===== config.mk =====
export PLATFORM = sky130hd
export DESIGN_NAME = dacog_config_bank
export DESIGN_NICKNAME = d
export VERILOG_FILES = /design/src/logic/dacog_pkg.sv /design/src/logic/dacog_offset_add.sv /design/src/logic/dacog_pair_buf.sv /design/src/logic/dacog_config_bank.sv
export SDC_FILE = /design/constraint.sdc
export NUM_CORES = 1
export LEC_CHECK = 0
export BUFFER_PORTS_ARGS = -buffer_cell sky130_fd_sc_hd__buf_2
export CAP_MARGIN = 20
export CORE_ASPECT_RATIO = 0.75
export CORE_MARGIN = 1
export CORE_UTILIZATION = 35
export DETAILED_ROUTE_END_ITERATION = 10
export PLACE_DENSITY = 0.57
export SLEW_MARGIN = 20
export SYNTH_ARGS = -nofsm -noshare
export SYNTH_HDL_FRONTEND = slang
export SYNTH_HIERARCHICAL = 1
export SYNTH_SLANG_ARGS = --single-unit

===== constraint.sdc =====
create_clock -name clk -period 5.49 [get_ports clk]
set_input_delay 1.098 -clock clk [delete_from_list [all_inputs] [get_ports clk]]
set_output_delay 1.098 -clock clk [all_outputs]
set_load 0.03 [all_outputs]

===== src/logic/dacog_pkg.sv =====
// Package for the converter offset, gain and auxiliary configuration bank.
// Assumes a byte-wide register port with a 7-bit register address.
package dacog_pkg;

  // -------------------------------------------------------------------
  // Register port geometry
  // -------------------------------------------------------------------
  localparam int ADDR_W   = 7;
  localparam int DATA_W   = 8;
  localparam int SAMPLE_W = 16;
  localparam int CODE_W   = 10;

  // -------------------------------------------------------------------
  // Register addresses
  // -------------------------------------------------------------------
  localparam logic [6:0] ADDR_IOFF_LO  = 7'h3C;
  localparam logic [6:0] ADDR_IOFF_HI  = 7'h3D;
  localparam logic [6:0] ADDR_QOFF_LO  = 7'h3E;
  localparam logic [6:0] ADDR_QOFF_HI  = 7'h3F;
  localparam logic [6:0] ADDR_IFS_LO   = 7'h40;
  localparam logic [6:0] ADDR_ICTRL    = 7'h41;
  localparam logic [6:0] ADDR_IAUX_LO  = 7'h42;
  localparam logic [6:0] ADDR_IAUX_CTL = 7'h43;
  localparam logic [6:0] ADDR_QFS_LO   = 7'h44;
  localparam logic [6:0] ADDR_QCTRL    = 7'h45;

  // -------------------------------------------------------------------
  // Field positions
  // -------------------------------------------------------------------
  localparam int BIT_MAIN_SLEEP = 7;
  localparam int BIT_AUX_SIGN   = 7;
  localparam int BIT_AUX_DIR    = 6;
  localparam int BIT_AUX_SLEEP  = 5;
  localparam int HI_CODE_W      = 2;

  // -------------------------------------------------------------------
  // Reset values
  // -------------------------------------------------------------------
  localparam logic [7:0] RST_OFFSET_BYTE = 8'h00;
  localparam logic [7:0] RST_FS_LO       = 8'hF9;
  localparam logic [1:0] RST_FS_HI       = 2'h1;
  localparam logic [7:0] RST_AUX_LO      = 8'h00;
  localparam logic [1:0] RST_AUX_HI      = 2'h0;
  localparam logic       RST_BIT         = 1'b0;
  localparam logic [7:0] RD_ZERO         = 8'h00;

endpackage


===== src/logic/dacog_offset_add.sv =====
// Per-channel offset adder for the in-phase and quadrature sample paths.
// Assumes samples and offsets arrive on the same clock; purely combinational.
`timescale 1ns/1ps
`default_nettype none
module dacog_offset_add
  import dacog_pkg::*;
(
  input  wire logic [SAMPLE_W-1:0] samp_i,
  input  wire logic [SAMPLE_W-1:0] samp_q,
  input  wire logic [SAMPLE_W-1:0] off_i,
  input  wire logic [SAMPLE_W-1:0] off_q,
  output logic      [SAMPLE_W-1:0] sum_i,
  output logic      [SAMPLE_W-1:0] sum_q
);

  logic [SAMPLE_W-1:0] samp_a [2];
  logic [SAMPLE_W-1:0] off_a  [2];
  logic [SAMPLE_W-1:0] sum_a  [2];

  // Channel 0 is in-phase, channel 1 quadrature
  assign samp_a[0] = samp_i;
  assign samp_a[1] = samp_q;
  assign off_a[0]  = off_i;
  assign off_a[1]  = off_q;
  assign sum_i     = sum_a[0];
  assign sum_q     = sum_a[1];

  // Modular add, carry out dropped on purpose
  for (genvar ch = 0; ch < 2; ch++) begin : g_chan
    assign sum_a[ch] = SAMPLE_W'(samp_a[ch] + off_a[ch]);
  end

endmodule
`default_nettype wire


===== src/logic/dacog_pair_buf.sv =====
// Two-entry buffer with valid and ready on both sides.
// Assumes a single clock; head entry and both handshake flags are flops.
`timescale 1ns/1ps
`default_nettype none
module dacog_pair_buf #(
  parameter int W = 32
) (
  input  wire logic         clk,
  input  wire logic         rst,
  input  wire logic         s_valid,
  output logic              s_ready,
  input  wire logic [W-1:0] s_data,
  output logic              m_valid,
  input  wire logic         m_ready,
  output logic      [W-1:0] m_data
);

  logic [W-1:0] head_r;
  logic [W-1:0] tail_r;
  logic [1:0]   cnt_r;
  logic [1:0]   cnt_nxt;
  logic         push;
  logic         pop;

  // Handshakes on both sides
  assign push    = s_valid && s_ready;
  assign pop     = m_valid && m_ready;
  assign m_data  = head_r;

  // Occupancy next value
  always_comb begin
    cnt_nxt = cnt_r;
    if (push && !pop) begin
      cnt_nxt = 2'(cnt_r + 2'h1);
    end else if (pop && !push) begin
      cnt_nxt = 2'(cnt_r - 2'h1);
    end
  end

  // Occupancy and registered flags
  always_ff @(posedge clk or posedge rst) begin
    if (rst) begin
      cnt_r   <= 2'h0;
      m_valid <= 1'b0;
      s_ready <= 1'b0;
    end else begin
      cnt_r   <= cnt_nxt;
      m_valid <= (cnt_nxt != 2'h0);
      s_ready <= (cnt_nxt != 2'h2);
    end
  end

  // Entry storage, head shifts forward on pop
  always_ff @(posedge clk or posedge rst) begin
    if (rst) begin
      head_r <= '0;
      tail_r <= '0;
    end else begin
      if ((cnt_r == 2'h0 && push) || (cnt_r == 2'h1 && push && pop)) begin
        head_r <= s_data;
      end else if (cnt_r == 2'h2 && pop) begin
        head_r <= tail_r;
      end
      if (cnt_r == 2'h1 && push && !pop) begin
        tail_r <= s_data;
      end
    end
  end

endmodule
`default_nettype wire


===== src/logic/dacog_config_bank.sv =====
// Configuration bank for a dual-channel converter: offsets, full-scale
// codes, sleep controls and in-phase auxiliary current settings.
// Assumes a byte register port on clk and a sample stream on the same clock.
//
// Contract
// - Each in-phase sample gets the 16-bit offset from 0x3C (low) and 0x3D (high) added, reset zero.
// - Each quadrature sample gets the 16-bit offset from 0x3E (low) and 0x3F (high) added, reset zero.
// - The in-phase full-scale code is 0x40 low byte plus 0x41 bits 1:0, resetting to 0x1F9.
// - The quadrature full-scale code is 0x44 low byte plus 0x45 bits 1:0, resetting to 0x1F9.
// - Bit 7 of 0x41 puts the in-phase main converter into fast-wake sleep.
// - Bit 7 of 0x45 puts the quadrature main converter into fast-wake sleep, reset zero.
// - The in-phase auxiliary magnitude is 0x42 low byte plus 0x43 bits 1:0.
// - Bit 7 of 0x43 picks the auxiliary sign: 0 true output, 1 complement output.
// - Bit 6 of 0x43 picks auxiliary direction: 0 source, 1 sink, reset zero.
// - Bit 5 of 0x43 puts the in-phase auxiliary converter to sleep, reset zero.
`timescale 1ns/1ps
`default_nettype none
module dacog_config_bank
  import dacog_pkg::*;
(
  input  wire logic                clk,
  input  wire logic                rst,
  // Register port
  input  wire logic                reg_wr,
  input  wire logic                reg_rd,
  input  wire logic [ADDR_W-1:0]   reg_addr,
  input  wire logic [DATA_W-1:0]   reg_wdata,
  output logic      [DATA_W-1:0]   reg_rdata,
  output logic                     reg_rvalid,
  // Sample stream in
  input  wire logic                smp_valid,
  output logic                     smp_ready,
  input  wire logic [SAMPLE_W-1:0] smp_i,
  input  wire logic [SAMPLE_W-1:0] smp_q,
  // Sample stream out, offsets applied
  output logic                     out_valid,
  input  wire logic                out_ready,
  output logic      [SAMPLE_W-1:0] out_i,
  output logic      [SAMPLE_W-1:0] out_q,
  // Analog controls
  output logic      [CODE_W-1:0]   inphase_fullscale_code,
  output logic      [CODE_W-1:0]   quad_fullscale_code,
  output logic                     inphase_main_sleep,
  output logic                     quad_main_sleep,
  output logic      [CODE_W-1:0]   inphase_aux_magnitude,
  output logic                     inphase_aux_to_complement,
  output logic                     inphase_aux_sink,
  output logic                     inphase_aux_sleep
);

  // -------------------------------------------------------------------
  // Register storage
  // -------------------------------------------------------------------
  logic [7:0]  ioff_lo_r;
  logic [7:0]  ioff_hi_r;
  logic [7:0]  qoff_lo_r;
  logic [7:0]  qoff_hi_r;
  logic [7:0]  ifs_lo_r;
  logic [1:0]  ifs_hi_r;
  logic        isleep_r;
  logic [7:0]  qfs_lo_r;
  logic [1:0]  qfs_hi_r;
  logic        qsleep_r;
  logic [7:0]  iaux_lo_r;
  logic [1:0]  iaux_hi_r;
  logic        iaux_sign_r;
  logic        iaux_dir_r;
  logic        iaux_sleep_r;
  logic [7:0]  rdata_nxt;

  logic [SAMPLE_W-1:0] off_i;
  logic [SAMPLE_W-1:0] off_q;
  logic [SAMPLE_W-1:0] sum_i;
  logic [SAMPLE_W-1:0] sum_q;
  logic [2*SAMPLE_W-1:0] buf_out;

  // Write strobe per address
  function automatic logic hit(input logic [ADDR_W-1:0] a);
    hit = reg_wr && (reg_addr == a);
  endfunction

  // -------------------------------------------------------------------
  // Offset registers
  // -------------------------------------------------------------------
  // In-phase offset bytes
  always_ff @(posedge clk or posedge rst) begin
    if (rst) begin
      ioff_lo_r <= RST_OFFSET_BYTE;
      ioff_hi_r <= RST_OFFSET_BYTE;
    end else begin
      if (hit(ADDR_IOFF_LO)) ioff_lo_r <= reg_wdata;
      if (hit(ADDR_IOFF_HI)) ioff_hi_r <= reg_wdata;
    end
  end

  // Quadrature offset bytes
  always_ff @(posedge clk or posedge rst) begin
    if (rst) begin
      qoff_lo_r <= RST_OFFSET_BYTE;
      qoff_hi_r <= RST_OFFSET_BYTE;
    end else begin
      if (hit(ADDR_QOFF_LO)) qoff_lo_r <= reg_wdata;
      if (hit(ADDR_QOFF_HI)) qoff_hi_r <= reg_wdata;
    end
  end

  // -------------------------------------------------------------------
  // Main converter controls
  // -------------------------------------------------------------------
  // In-phase full-scale code and sleep
  always_ff @(posedge clk or posedge rst) begin
    if (rst) begin
      ifs_lo_r <= RST_FS_LO;
      ifs_hi_r <= RST_FS_HI;
      isleep_r <= RST_BIT;
    end else begin
      if (hit(ADDR_IFS_LO)) ifs_lo_r <= reg_wdata;
      if (hit(ADDR_ICTRL)) begin
        ifs_hi_r <= reg_wdata[HI_CODE_W-1:0];
        isleep_r <= reg_wdata[BIT_MAIN_SLEEP];
      end
    end
  end

  // Quadrature full-scale code and sleep
  always_ff @(posedge clk or posedge rst) begin
    if (rst) begin
      qfs_lo_r <= RST_FS_LO;
      qfs_hi_r <= RST_FS_HI;
      qsleep_r <= RST_BIT;
    end else begin
      if (hit(ADDR_QFS_LO)) qfs_lo_r <= reg_wdata;
      if (hit(ADDR_QCTRL)) begin
        qfs_hi_r <= reg_wdata[HI_CODE_W-1:0];
        qsleep_r <= reg_wdata[BIT_MAIN_SLEEP];
      end
    end
  end

  // -------------------------------------------------------------------
  // Auxiliary converter controls
  // -------------------------------------------------------------------
  // In-phase auxiliary magnitude, sign, direction and sleep
  always_ff @(posedge clk or posedge rst) begin
    if (rst) begin
      iaux_lo_r    <= RST_AUX_LO;
      iaux_hi_r    <= RST_AUX_HI;
      iaux_sign_r  <= RST_BIT;
      iaux_dir_r   <= RST_BIT;
      iaux_sleep_r <= RST_BIT;
    end else begin
      if (hit(ADDR_IAUX_LO)) iaux_lo_r <= reg_wdata;
      if (hit(ADDR_IAUX_CTL)) begin
        iaux_hi_r    <= reg_wdata[HI_CODE_W-1:0];
        iaux_sign_r  <= reg_wdata[BIT_AUX_SIGN];
        iaux_dir_r   <= reg_wdata[BIT_AUX_DIR];
        iaux_sleep_r <= reg_wdata[BIT_AUX_SLEEP];
      end
    end
  end

  // -------------------------------------------------------------------
  // Analog control outputs
  // -------------------------------------------------------------------
  // Registered copies so every output leaves from a flop
  always_ff @(posedge clk or posedge rst) begin
    if (rst) begin
      inphase_fullscale_code    <= {RST_FS_HI, RST_FS_LO};
      quad_fullscale_code       <= {RST_FS_HI, RST_FS_LO};
      inphase_main_sleep        <= RST_BIT;
      quad_main_sleep           <= RST_BIT;
      inphase_aux_magnitude     <= {RST_AUX_HI, RST_AUX_LO};
      inphase_aux_to_complement <= RST_BIT;
      inphase_aux_sink          <= RST_BIT;
      inphase_aux_sleep         <= RST_BIT;
    end else begin
      inphase_fullscale_code    <= {ifs_hi_r, ifs_lo_r};
      quad_fullscale_code       <= {qfs_hi_r, qfs_lo_r};
      inphase_main_sleep        <= isleep_r;
      quad_main_sleep           <= qsleep_r;
      inphase_aux_magnitude     <= {iaux_hi_r, iaux_lo_r};
      inphase_aux_to_complement <= iaux_sign_r;
      inphase_aux_sink          <= iaux_dir_r;
      inphase_aux_sleep         <= iaux_sleep_r;
    end
  end

  // -------------------------------------------------------------------
  // Readback
  // -------------------------------------------------------------------
  // Read mux, undefined bits and unmapped addresses give zero
  always_comb begin
    rdata_nxt = RD_ZERO;
    unique case (reg_addr)
      ADDR_IOFF_LO:  rdata_nxt = ioff_lo_r;
      ADDR_IOFF_HI:  rdata_nxt = ioff_hi_r;
      ADDR_QOFF_LO:  rdata_nxt = qoff_lo_r;
      ADDR_QOFF_HI:  rdata_nxt = qoff_hi_r;
      ADDR_IFS_LO:   rdata_nxt = ifs_lo_r;
      ADDR_ICTRL:    rdata_nxt = {isleep_r, 5'h00, ifs_hi_r};
      ADDR_IAUX_LO:  rdata_nxt = iaux_lo_r;
      ADDR_IAUX_CTL: rdata_nxt = {iaux_sign_r, iaux_dir_r, iaux_sleep_r, 3'h0, iaux_hi_r};
      ADDR_QFS_LO:   rdata_nxt = qfs_lo_r;
      ADDR_QCTRL:    rdata_nxt = {qsleep_r, 5'h00, qfs_hi_r};
      default:       rdata_nxt = RD_ZERO;
    endcase
  end

  // Read answer one cycle after the strobe
  always_ff @(posedge clk or posedge rst) begin
    if (rst) begin
      reg_rdata  <= RD_ZERO;
      reg_rvalid <= 1'b0;
    end else begin
      reg_rvalid <= reg_rd;
      if (reg_rd) reg_rdata <= rdata_nxt;
    end
  end

  // -------------------------------------------------------------------
  // Sample datapath
  // -------------------------------------------------------------------
  // Offsets applied to samples as they enter the buffer
  assign off_i = {ioff_hi_r, ioff_lo_r};
  assign off_q = {qoff_hi_r, qoff_lo_r};

  dacog_offset_add u_add (
    .samp_i (smp_i),
    .samp_q (smp_q),
    .off_i  (off_i),
    .off_q  (off_q),
    .sum_i  (sum_i),
    .sum_q  (sum_q)
  );

  // Buffer keeps words while the receiver stalls
  dacog_pair_buf #(
    .W (2*SAMPLE_W)
  ) u_buf (
    .clk     (clk),
    .rst     (rst),
    .s_valid (smp_valid),
    .s_ready (smp_ready),
    .s_data  ({sum_i, sum_q}),
    .m_valid (out_valid),
    .m_ready (out_ready),
    .m_data  (buf_out)
  );

  assign out_i = buf_out[2*SAMPLE_W-1:SAMPLE_W];
  assign out_q = buf_out[SAMPLE_W-1:0];
endmodule
`default_nettype wire


* Word-level counts from Yosys, hierarchy flattened
Index checks and enable logic that the tools add are counted.
** Cells by class
- $add $sub $neg :: 4
- Equality and inequality tests :: 13
- Muxes and demuxes :: 5
- Reductions and logical operators :: 25
** Operator list (count)
- 8-bit case mux with 10 select lines :: 1
- 32-bit two-way mux :: 2
- 7-bit == test (second input constant) :: 6
- 16-bit adder :: 2
- 7-bit by 6-bit == test with 1-bit output (second input constant) :: 4
- 1-bit logical AND :: 19
- 2-bit two-way mux :: 2
- 2-bit nonzero test :: 2
- 2-bit by 1-bit adder with 2-bit output (second input constant) :: 1
- 2-bit by 1-bit == test with 1-bit output (second input constant) :: 1
- 2-bit == test (second input constant) :: 1
- 1-bit zero test :: 2
- 2-bit zero test :: 1
- 2-bit inequality test (second input constant) :: 1
- 2-bit by 1-bit subtractor with 2-bit output (second input constant) :: 1
- 1-bit logical OR :: 1
** Word-level totals
- Bits in registers :: 179
- Input bits :: 53
- Output and inout port bits :: 78
- Word-level logic and storage cells :: 77

* Longest topological paths before layout
Gate-level depths: netlist of the first run.
- Depth after elaboration :: 6
- Depth in mapped cells :: 10
- Depth with buffers taken out :: 10

* Hierarchy
The synthesis of the first run kept the hierarchy.
** Modules (own cells, without submodules)
- dacog_config_bank :: instances 1, cells each 328, area an instance 4659.5 sq um, seq. area each 2812.7 sq um
- dacog_pair_buf :: instances 1, cells each 236, area an instance 3078.0 sq um, seq. area each 1701.6 sq um
- dacog_offset_add :: instances 1, cells each 171, area an instance 1320.0 sq um, seq. area each 0.0 sq um

* Worst setup path after synthesis of the first run
Ideal clock, no wire load.
- Kind :: input -> register
- Start point :: input port smp_i[0]
- End point :: register u_buf.tail_r[30]
- Data arrival time :: 2942 ps
- Required time :: 5365 ps
- Path slack :: 2424 ps
- Cell stages on the path :: 9
- Path buffers :: 0
- Path through :: ha_1 fa_1 a21oi_1 o21ai_1 a311o_1 o21ai_1 o21ai_1 xor2_1 mux2_2
** On the way
- Cells in the longest elaborated chain, start to end :: 1
** RTL lines
- start: declaration :: line dacog_config_bank.sv:33 : input wire logic [SAMPLE_W-1:0] smp_i,
- 16-bit adder :: line dacog_offset_add.sv:30 : assign sum_a[ch] = SAMPLE_W'(samp_a[ch] + off_a[ch]);
- via sum_i[14] :: line dacog_config_bank.sv:73 : logic [SAMPLE_W-1:0] sum_i;
- end signal: assignment :: line dacog_pair_buf.sv:65 : tail_r <= s_data;
- end: declaration :: line dacog_pair_buf.sv:19 : logic [W-1:0] tail_r;
The timed path passes the listed nets, and every way through them passes these cells.
A chain may end at the register's enable or synchronous reset.

* Worst setup path after layout of the first run
- Start point :: input port smp_i[0]
- End point :: register u_buf.tail_r[28]
The elaborated chain is that of the path after synthesis.

==> run metrics, run 1 <==
clock slew at reported path FFs=0.07 ns; initial antenna violation count=3; critical path class=in -> reg; Hold-fix buffers, CTS=0; register area share after synthesis=49.8%; Final ANT Viol Nets=0; Worst Setup Start Kind=primary input; placed cell count=1171; CTS tree=built; cells after synthesis=735; 1st-pass router iterations=4; Via Count=6166; max frequency=340 MHz; die height=141 um; Total Neg Setup Slack=0 ns; Area contributors post-synth=dfrtp_1, dfstp_2, mux2_2, mux2_4, mux2i_1; cell with the most instances after synthesis=dfrtp_1; total leakage power=0.00519 uW; Syn. warnings=6; EDFF count, synth=0; Core ar.=25100 um^2; crit end category=register; synthesized cell area=9060 um^2; Slew @ Worst Pin=0.859 ns; cell row count=50; Mean Syn Cell Area=12.3 um^2; IO buf count=130; Critical Path AT=3.26 ns; DRT iter0 DRCs=380; drt wl/cell=18.9 um; RSZ-0062 raised after global routing=false; synth unique cells=72; status=complete, no violations; Fin. Hold Viols=0; DRC Markers=0; all-layer global routing usage=17.8%; clock buffer count from CTS=17; cell type with the highest aggregate area in the netlist=dfrtp_1; IO Pins=131; Syn Nets=823; nets@finish=940; die width=188 um; Die ar.=26500 um^2; vias in the first global route=6098; H-tree depth=4; fillcell total=2459; Tmin final=2.94 ns; routability cong.=0.827; Async SR Flop Fraction=100%; Hold Path Depth=0; Slew Viols, Final=0; Post-CTS Setup Inserts=0; Yosys top cell area share=41.7%; period utilisation layout=53.5%; Hold Crit Class=reg -> reg; drt via density=5.12; area occupied by multi-input gates=4270 um^2; total gr overflow=0; Clock Latency Late Sink=0.44 ns; Max FO, Critical Path=3; overall routed net length=22800 um; Main synth FF type=dfrtp_1; share of cells above drive strength 1=35.8%; flops & latches, synth=179; maximum VDD drop=0.223 mV; first-pass GRT wire length=36000 um; Detailed Place HPWL=16300 um; fin cells=1205; Starting Density=36.0%; slew margin rel.=42.7%; most instantiated cells after synthesis=dfrtp_1, mux2_2, nand2_1; Critical Path RT=5.81 ns; area added between synthesis and finish=16.4%; Sink Count=179; maximum clock path buffer count=2; number of max-cap violations=0; r2r worst-path depth=8; pin count of the biggest net entering global routing=71; Setup violations, final=0; root buf cell=clkbuf_16; Pwr Density=419 nW/um^2; Seq. cell area=4510 um^2; clk_skew=0.0117 ns; post-CTS resize count=0
## state kept, by name (all words and copies together) (netlist names), 2 cells and up
name                    flops
iaux_hi_r                   2
iaux_lo_r                   8
ifs_hi_r                    2
ifs_lo_r                    8
inphase_aux_magnitude      10
inphase_fullscale_code     10
ioff_hi_r                   8
ioff_lo_r                   8
qfs_hi_r                    2
qfs_lo_r                    8
qoff_hi_r                   8
qoff_lo_r                   8
quad_fullscale_code        10
reg_rdata                   8
u_buf/cnt_r                 2
u_buf/m_data               32
u_buf/tail_r               32
## cell usage in the layout (no fill, tap or decap), types with 4 or more instances in the layout
cell,instances
mux2_2,62
nand3_1,22
a21o_1,8
and4_1,9
a22o_1,6
nor2_1,16
a41oi_1,4
a31oi_1,5
dfrtp_1,151
o221ai_1,4
buf_2,130
nor3_1,4
mux2_1,13
and3_1,10
clkbuf_16,17
clkinv_4,6
mux2_4,30
nand2b_1,5
inv_1,11
nand2_1,49
ha_1,33
xnor2_1,18
dfstp_2,28
a22oi_1,5
xor2_1,12
a21oi_1,28
mux2i_1,42
o21ai_0,46
nor2b_1,5
buf_4,4
o21ai_1,9
## stage by stage
stage	total power, uW	cell area (um^2)	utilization, %	hold WS (ns)	worst slack, ns
floorplan	2870	9060	-	0.356	1.51
global placement	3210	9940	39.5	0.364	2.15
detailed placement	3220	9940	39.5	0.364	2.13
CTS	4470	10500	41.9	0.375	2.58
global route	4670	10500	41.9	0.380	2.45
finish	4420	10500	41.9	0.372	2.55
## worst max-delay path, stage by stage
cell and delay, ns:
buf_2 0.10, ha_1 0.21, fa_1 0.41, a21oi_1 0.25, o21ai_1 0.12, a311o_1 0.43
o41ai_2 0.26, xnor2_1 0.13, mux2_4 0.27
## kinds of logic after synthesis
kind of cell	count (synthesis)	synth area share [%]
adders and majority gates	35	5.00
AOI/OAI and AO/OA	150	11.0
and+or+nand+nor	145	9.21
muxes	147	18.9
DFF	179	49.8
buffers and inverters	49	3.09
xor gates and xnor gates	30	2.90
## where the power goes
group | switching [uW] | total, uW | internal, uW
Sequential | 194 | 1830 | 1640
Clock | 581 | 1230 | 647
Combinational | 787 | 1360 | 569
Total | 1560 | 4420 | 2850
## area by class of cell
| type | count | area share (%) |
|---|---|---|
| flip-flops and latches | 179 | 42.8 |
| multi-input cells | 507 | 40.5 |
| repair buffers | 134 | 6.45 |
| clock buffers | 17 | 4.03 |
| well taps | 338 | 4.01 |
| clock inverters | 15 | 1.64 |
| inverters | 13 | 0.486 |
| diodes | 2 | 0.0475 |
## per-layer routing
metal | track usage (%) | routed length [um]
met5 | 0 | 0
met4 | 4.02 | 153
met3 | 4.23 | 1280
met2 | 24.9 | 9590
met1 | 27.4 | 11800
## final timing paths
path | start | to | slack, ns
min in group asynchronous | rst | u_buf/m_data[31] | 0.81
min reg2reg | qfs_lo_r[4] | quad_fullscale_code[4] | 0.37
max in group asynchronous | rst | inphase_fullscale_code[3] | 3.57
max | smp_i[0] | u_buf/tail_r[28] | 2.55
max reg2reg | ioff_lo_r[0] | u_buf/tail_r[28] | 2.78
min | qfs_lo_r[4] | quad_fullscale_code[4] | 0.37
(Power assumes the default switching activity.)
==> inputs of run 2 (changes only) <==
--- a/config.mk
+++ b/config.mk
@@ -11,7 +11,7 @@
 export CORE_MARGIN = 1
 export CORE_UTILIZATION = 35
 export DETAILED_ROUTE_END_ITERATION = 10
-export PLACE_DENSITY = 0.57
+export PLACE_DENSITY = 0.59
 export SLEW_MARGIN = 20
 export SYNTH_ARGS = -nofsm -noshare
 export SYNTH_HDL_FRONTEND = slang
==> constraint.sdc (replaced) <==
create_clock -name clk -period 2.7 [get_ports clk]
set_input_delay 0.54 -clock clk [delete_from_list [all_inputs] [get_ports clk]]
set_output_delay 0.54 -clock clk [all_outputs]
set_load 0.03 [all_outputs]
==> run 2 against run 1 <==
Against the previous run:
- final cell count up 1.5%
- count of clock-buffer cells in the layout unchanged
- global-route usage down 0.057 points
- routed wire length up 1.1%
- critical path depth unchanged
- combinational power up 110%
- critical path type is now reg -> reg
- highest routed layer unchanged
==> run metrics, run 2 (synthesis results as in run 1) <==
status=complete, no violations; Final ANT Viol Nets=0 (unchanged); placed cell count=1187 (+1.4%); FF-to-FF Start=ioff_lo_r[0]; pin count of the biggest net entering global routing=112 (+58%); H-tree depth=4 (unchanged); fin cells=1223 (+1.5%); Critical Path, Cell by Cell=ha_1 > fa_1 > a21oi_2 > o21ai_1 > a311o_1 > o21ai_1 > o21ai_1 > xor2_1 > mux2_2; WP buf/inv=0 (-1); Sink Count=179 (unchanged); CP most frequent cell=o21ai_1; Hold Crit Class=in -> async; CTS tree=built; RSZ-0062 raised after global routing=false; Starting Density=36.0% (unchanged); Slew Viols, Final=0 (unchanged); vias in the first global route=6077 (-0.34%); Via Count=6310 (+2.3%); IO buf count=130 (unchanged); IO Pins=131 (unchanged); area occupied by multi-input gates=4280 um^2 (about the same); 1st-pass router iterations=4 (unchanged); overall routed net length=23100 um (+1.1%); Slew @ Worst Pin=0.663 ns (-0.196 ns); Fin. Hold Viols=0 (unchanged); CP delay by family, top=compound AO/OA/AOI/OAI gates; fillcell total=2436 (-0.94%); area added between synthesis and finish=18.4%; Setup violations, final=0 (unchanged); Max FO, Critical Path=3 (unchanged); initial antenna violation count=3 (unchanged); first-pass GRT wire length=35900 um (-0.27%); drt wl/cell=18.9 um (-0.42%); critical path class=reg -> reg; total leakage power=0.00528 uW (+1.7%); die height=141 um (unchanged); maximum clock path buffer count=2 (unchanged); Core ar.=25100 um^2 (unchanged); crit end category=register; slowest stage delay, CP=0.46 ns (+0.03 ns); most frequent cells in the layout=dfrtp_1, buf_2, mux2_2, nand2_1, o21ai_0; all-layer global routing usage=17.8% (-0.057 points); Die ar.=26500 um^2 (unchanged); drt via density=5.16 (+0.83%); Reg2Reg Setup Slack=0.14 ns (-2.64 ns); Tmin final=2.56 ns; clk_skew=0.0102 ns (-0.00144 ns); routability cong.=0.874 (+5.7%); clock slew at reported path FFs=0.08 ns (about the same); r2r worst-path depth=9 (+1); DRC Markers=0 (unchanged); maximum VDD drop=0.596 mV (+170%); die width=188 um (unchanged); Critical Path AT=2.89 ns (-0.37 ns); clock buffer count from CTS=17 (unchanged); share of cells above drive strength 1=37.3% (+1.5 points); Worst Setup Start Kind=register; number of max-cap violations=0 (unchanged); commonest non-fill, non-tap cell in the layout=dfrtp_1; nets@finish=957 (+1.8%); Critical Path Slowest Stage Cell=dfrtp_2; Critical Path RT=3.02 ns (-2.79 ns); cell row count=50 (unchanged); max frequency=390 MHz; DRT iter0 DRCs=444 (+17%); slew margin rel.=55.7% (+13 points); period utilisation layout=94.9%; Detailed Place HPWL=16700 um (+2.6%); Clock Latency Late Sink=0.44 ns (about the same); final hold slack=0.163 ns (-0.210 ns); root buf cell=clkbuf_16; Seq. cell area=4520 um^2 (about the same); Critical R2R Capture=u_buf/tail_r[30]; total gr overflow=0 (unchanged); Pwr Density=844 nW/um^2 (+100%)
-- run 2: cell count changes in the layout (fill, tap and decap cells not counted), moves of 2 or more --
cell and change:
buf_12 +4, buf_4 +13, clkinv_4 -4, clkinvlp_4 +3, inv_8 +2
-- run 2: worst reg2reg max path: cells and delay by family, from the launching register on --
family,cells,cell delay (ns)
AO/OA/AOI/OAI,5,0.94
XOR/XNOR,1,0.15
flip-flops,1,0.46
multiplexers,1,0.26
adder cells (fa/ha/maj),2,0.64
-- run 2: layout make-up --
class,instances,area share [%]
Clock buffer,17,3.97
Inverter,13,0.490
Antenna cell,3,0.0700
Timing Repair Buffer,151,8.00
Tap cell,338,3.94
Sequential cell,179,42.1
Multi-Input combinational cell,507,39.9
Clock inverter,15,1.56
-- run 2: report_power, final --
part	total, uW	internal, uW	leakage [uW]	switching [uW]
sequential	3730	3330	0.00225	396
clock	2520	1320	0.000279	1200
combinational	2810	1190	0.00275	1620
total	9060	5840	0.00528	3210
-- run 2: stage by stage --
stage          power [uW]  util, %  cell area, um^2  setup slack [ns]  setup TNS, ns
2_1_floorplan        5830        -             9060             0.192              0
3_3_place_gp         6550     40.2            10100           -0.0676         -0.140
3_5_place_dp         6600     40.2            10100           -0.0759         -0.242
4_1_cts              9160     42.6            10700            0.0725              0
5_1_grt              9550     42.6            10700           0.00808              0
6_report             9060     42.7            10700             0.139              0
-- run 2: worst max path at each step --
stage,start,to,slack [ns],cells after the start
2_1_floorplan,smp_i[0],u_buf/tail_r[30],0.19,9
3_3_place_gp,smp_i[0],u_buf/tail_r[30],-0.07,10
3_5_place_dp,smp_i[0],u_buf/tail_r[30],-0.08,10
4_1_cts,ioff_lo_r[0],u_buf/tail_r[28],0.07,8
5_1_grt,qoff_lo_r[0],u_buf/tail_r[14],0.008,9
6_report,ioff_lo_r[0],u_buf/tail_r[30],0.14,9
-- run 2: layer usage --
layer | vias to the layer above | part of all wire, % | track usage, %
met4 | 0 | 0.75 | 3.85
li1 | 2985 | - | -
met5 | - | 0 | 0
met3 | 16 | 5.2 | 4.63
met1 | 3155 | 51 | 26.7
met2 | 154 | 43 | 25.4
-- run 2: repair_timing --
item	4_1_cts	5_1_grt
setup endpoints to repair	0	4
endpoints found under the hold margin	0	0
setup buffers	0	1
resized for setup	0	2
hold buffers	0	0
==> inputs of run 3 (changes only) <==
==> constraint.sdc (replaced) <==
create_clock -name clk -period 2.7 [get_ports clk]
set_input_delay 0.135 -clock clk [delete_from_list [all_inputs] [get_ports clk]]
set_output_delay 0.135 -clock clk [all_outputs]
set_load 0.03 [all_outputs]
==> run 3 against run 2 <==
Against the previous run:
- sequential power is essentially flat
- total power grew 0.82%
- critical path depth is the same
- count of clock-buffer cells in the layout is the same
- die area is the same
- non-clock buffer count shrank 5
- combinational power is essentially flat
- critical endpoint unchanged
==> run metrics, run 3 (synthesis results as in run 1) <==
sequential fraction of design power=40.9% (-0.3 points); # diodes=0 (-3); H-tree depth=4 (unchanged); Met3 Wirelength=1290 um (+7.4%); Slew @ Worst Pin=0.859 ns (+0.195 ns); Worst Setup Start Kind=register; Tmin final=2.61 ns (+0.0528 ns); overall routed net length=23000 um (-0.23%); drt wl/cell=18.9 um (+0.43%); number of max-cap violations=0 (unchanged); clock slew at reported path FFs=0.07 ns (about the same); fin cells=1215 (-0.65%); Max FO, Critical Path=3 (unchanged); die width=188 um (unchanged); slew margin rel.=42.6% (-13 points); drt via density=5.13 (-0.65%); pin count of the biggest net entering global routing=65 (-42%); Starting Density=36.0% (unchanged); Clock Latency Late Sink=0.44 ns (about the same); total gr overflow=0 (unchanged); initial antenna violation count=0 (-3); all-layer global routing usage=17.9% (+0.13 points); Critical Path AT=2.94 ns (+0.05 ns); cell row count=50 (unchanged); vias in the first global route=6166 (+1.5%); power share of the combinational group=30.8% (-0.2 points); total leakage power=0.00527 uW (-0.13%); commonest non-fill, non-tap cell in the layout=dfrtp_1; Slew Viols, Final=0 (unchanged); Post-CTS Setup Inserts=0 (unchanged); Pwr Density=854 nW/um^2 (+1.1%); crit end category=register; Total Neg Setup Slack=0 ns (unchanged); Sink Count=179 (unchanged); die height=141 um (unchanged); first-pass GRT wire length=35900 um (-0.16%); Die ar.=26500 um^2 (unchanged); WL met1=11900 um (+0.55%); CTS tree=built; 1st-pass router iterations=5 (+1); nets@finish=952 (-0.52%); top routing layer used=met4; placed cell count=1181 (-0.51%); Core ar.=25100 um^2 (unchanged); sw frac=35.0% (-0.51 points); WL met2=9620 um (-2.6%); RSZ-0062 raised after global routing=false; status=complete, no violations; critical path class=reg -> reg; max frequency=383 MHz (-2.0%); DRT iter0 DRCs=493 (+11%); root buf cell=clkbuf_16; area added between synthesis and finish=18.1%; Hold Crit Class=in -> reg; Setup violations, final=0 (unchanged); Detailed Place HPWL=16900 um (+1.1%); maximum VDD drop=0.642 mV (+7.6%); most frequent cells in the layout=dfrtp_1, buf_2, mux2_2, nand2_1, o21ai_0; net load switching power=3190 uW (-0.62%); DRC Markers=0 (unchanged); Critical Path RT=3.02 ns (about the same); Fin. Hold Viols=0 (unchanged); clk_skew=0.0120 ns (+0.00179 ns); period utilisation layout=96.8% (+2.0 points); Reg2Reg Setup Slack=0.09 ns (-0.05 ns); Final ANT Viol Nets=0 (unchanged); Clock power frac=28.3% (+0.5 points); IO buf count=130 (unchanged); routability cong.=0.867 (-0.82%); maximum clock path buffer count=2 (unchanged); Via Count=6228 (-1.3%); Int Pwr=5940 uW (+1.6%); share of cells above drive strength 1=36.7% (-0.59 points); IO Pins=131 (unchanged); clock buffer count from CTS=17 (unchanged)
[run 3: changes by cell type in the layout (fill, tap and decap cells not counted), sizes merged]
cell | previous run | this run
buf | 151 | 144
bufinv | 1 | 2
clkinvlp | 5 | 1
diode | 3 | 0
dlygate4sd3 | 0 | 2
inv | 19 | 22
[run 3: final cells by class]
type	instances	area, um^2
Sequential cell	179	4510
Clock buffer	17	425
Fill cell	2427	14500
Inverter	13	52.6
Clock inverter	15	184
Timing Repair Buffer	146	813
Multi-Input combinational cell	507	4280
Tap cell	338	423
[run 3: power by group through the flow]
stage	clock network (uW)	logic, uW	registers [uW]
2_1_floorplan	0	1620	4210
3_3_place_gp	0	2790	3770
3_5_place_dp	0	2820	3780
4_1_cts	2650	2840	3740
5_1_grt	2770	3060	3810
6_report	2580	2810	3730
[run 3: worst max-delay path, cell delays in order (launching register included)]
cell and delay (ns):
dfrtp_1 0.45, ha_1 0.24, fa_1 0.42, a21oi_2 0.18, o21ai_1 0.10, a311o_1 0.43
o21ai_1 0.17, o21ai_1 0.09, xor2_1 0.16, mux2_2 0.27
[run 3: path summary, 6_finish.rpt]
check                        startpoint                endpoint  cells after the start
max                        ioff_lo_r[0]        u_buf/tail_r[30]                      9
min                        reg_wdata[2]             ifs_lo_r[2]                      2
max reg2reg                ioff_lo_r[0]        u_buf/tail_r[30]                      9
min reg2reg                 qfs_lo_r[4]  quad_fullscale_code[4]                      0
max in group asynchronous           rst  quad_fullscale_code[3]                      4
min in group asynchronous           rst         u_buf/tail_r[9]                      3
[run 3: what timing repair did]
action	CTS	global route
gates resized for setup	0	2
hold buffers	2	0
setup endpoints to repair	0	2
hold endpoints to repair	45	0
[run 3: routing by layer]
metal  GRT usage [%]  vias to the layer above
li1                -                     2967
met1            27.1                     3079
met2            25.3                      169
met3            4.20                       13
met4            4.75                        0
met5               0                        -
[run 3: per-stage QoR]
step	util [%]	hold WS, ns	area (um^2)	setup WS [ns]	total power [uW]
6_report	42.5	0.0985	10700	0.0860	9130
4_1_cts	42.5	0.0828	10700	0.0769	9230
2_1_floorplan	-	0.166	9060	0.369	5830
5_1_grt	42.5	0.0863	10700	0.00947	9640
3_3_place_gp	40.0	0.287	10100	0.163	6550
3_5_place_dp	40.0	0.284	10100	0.0850	6600
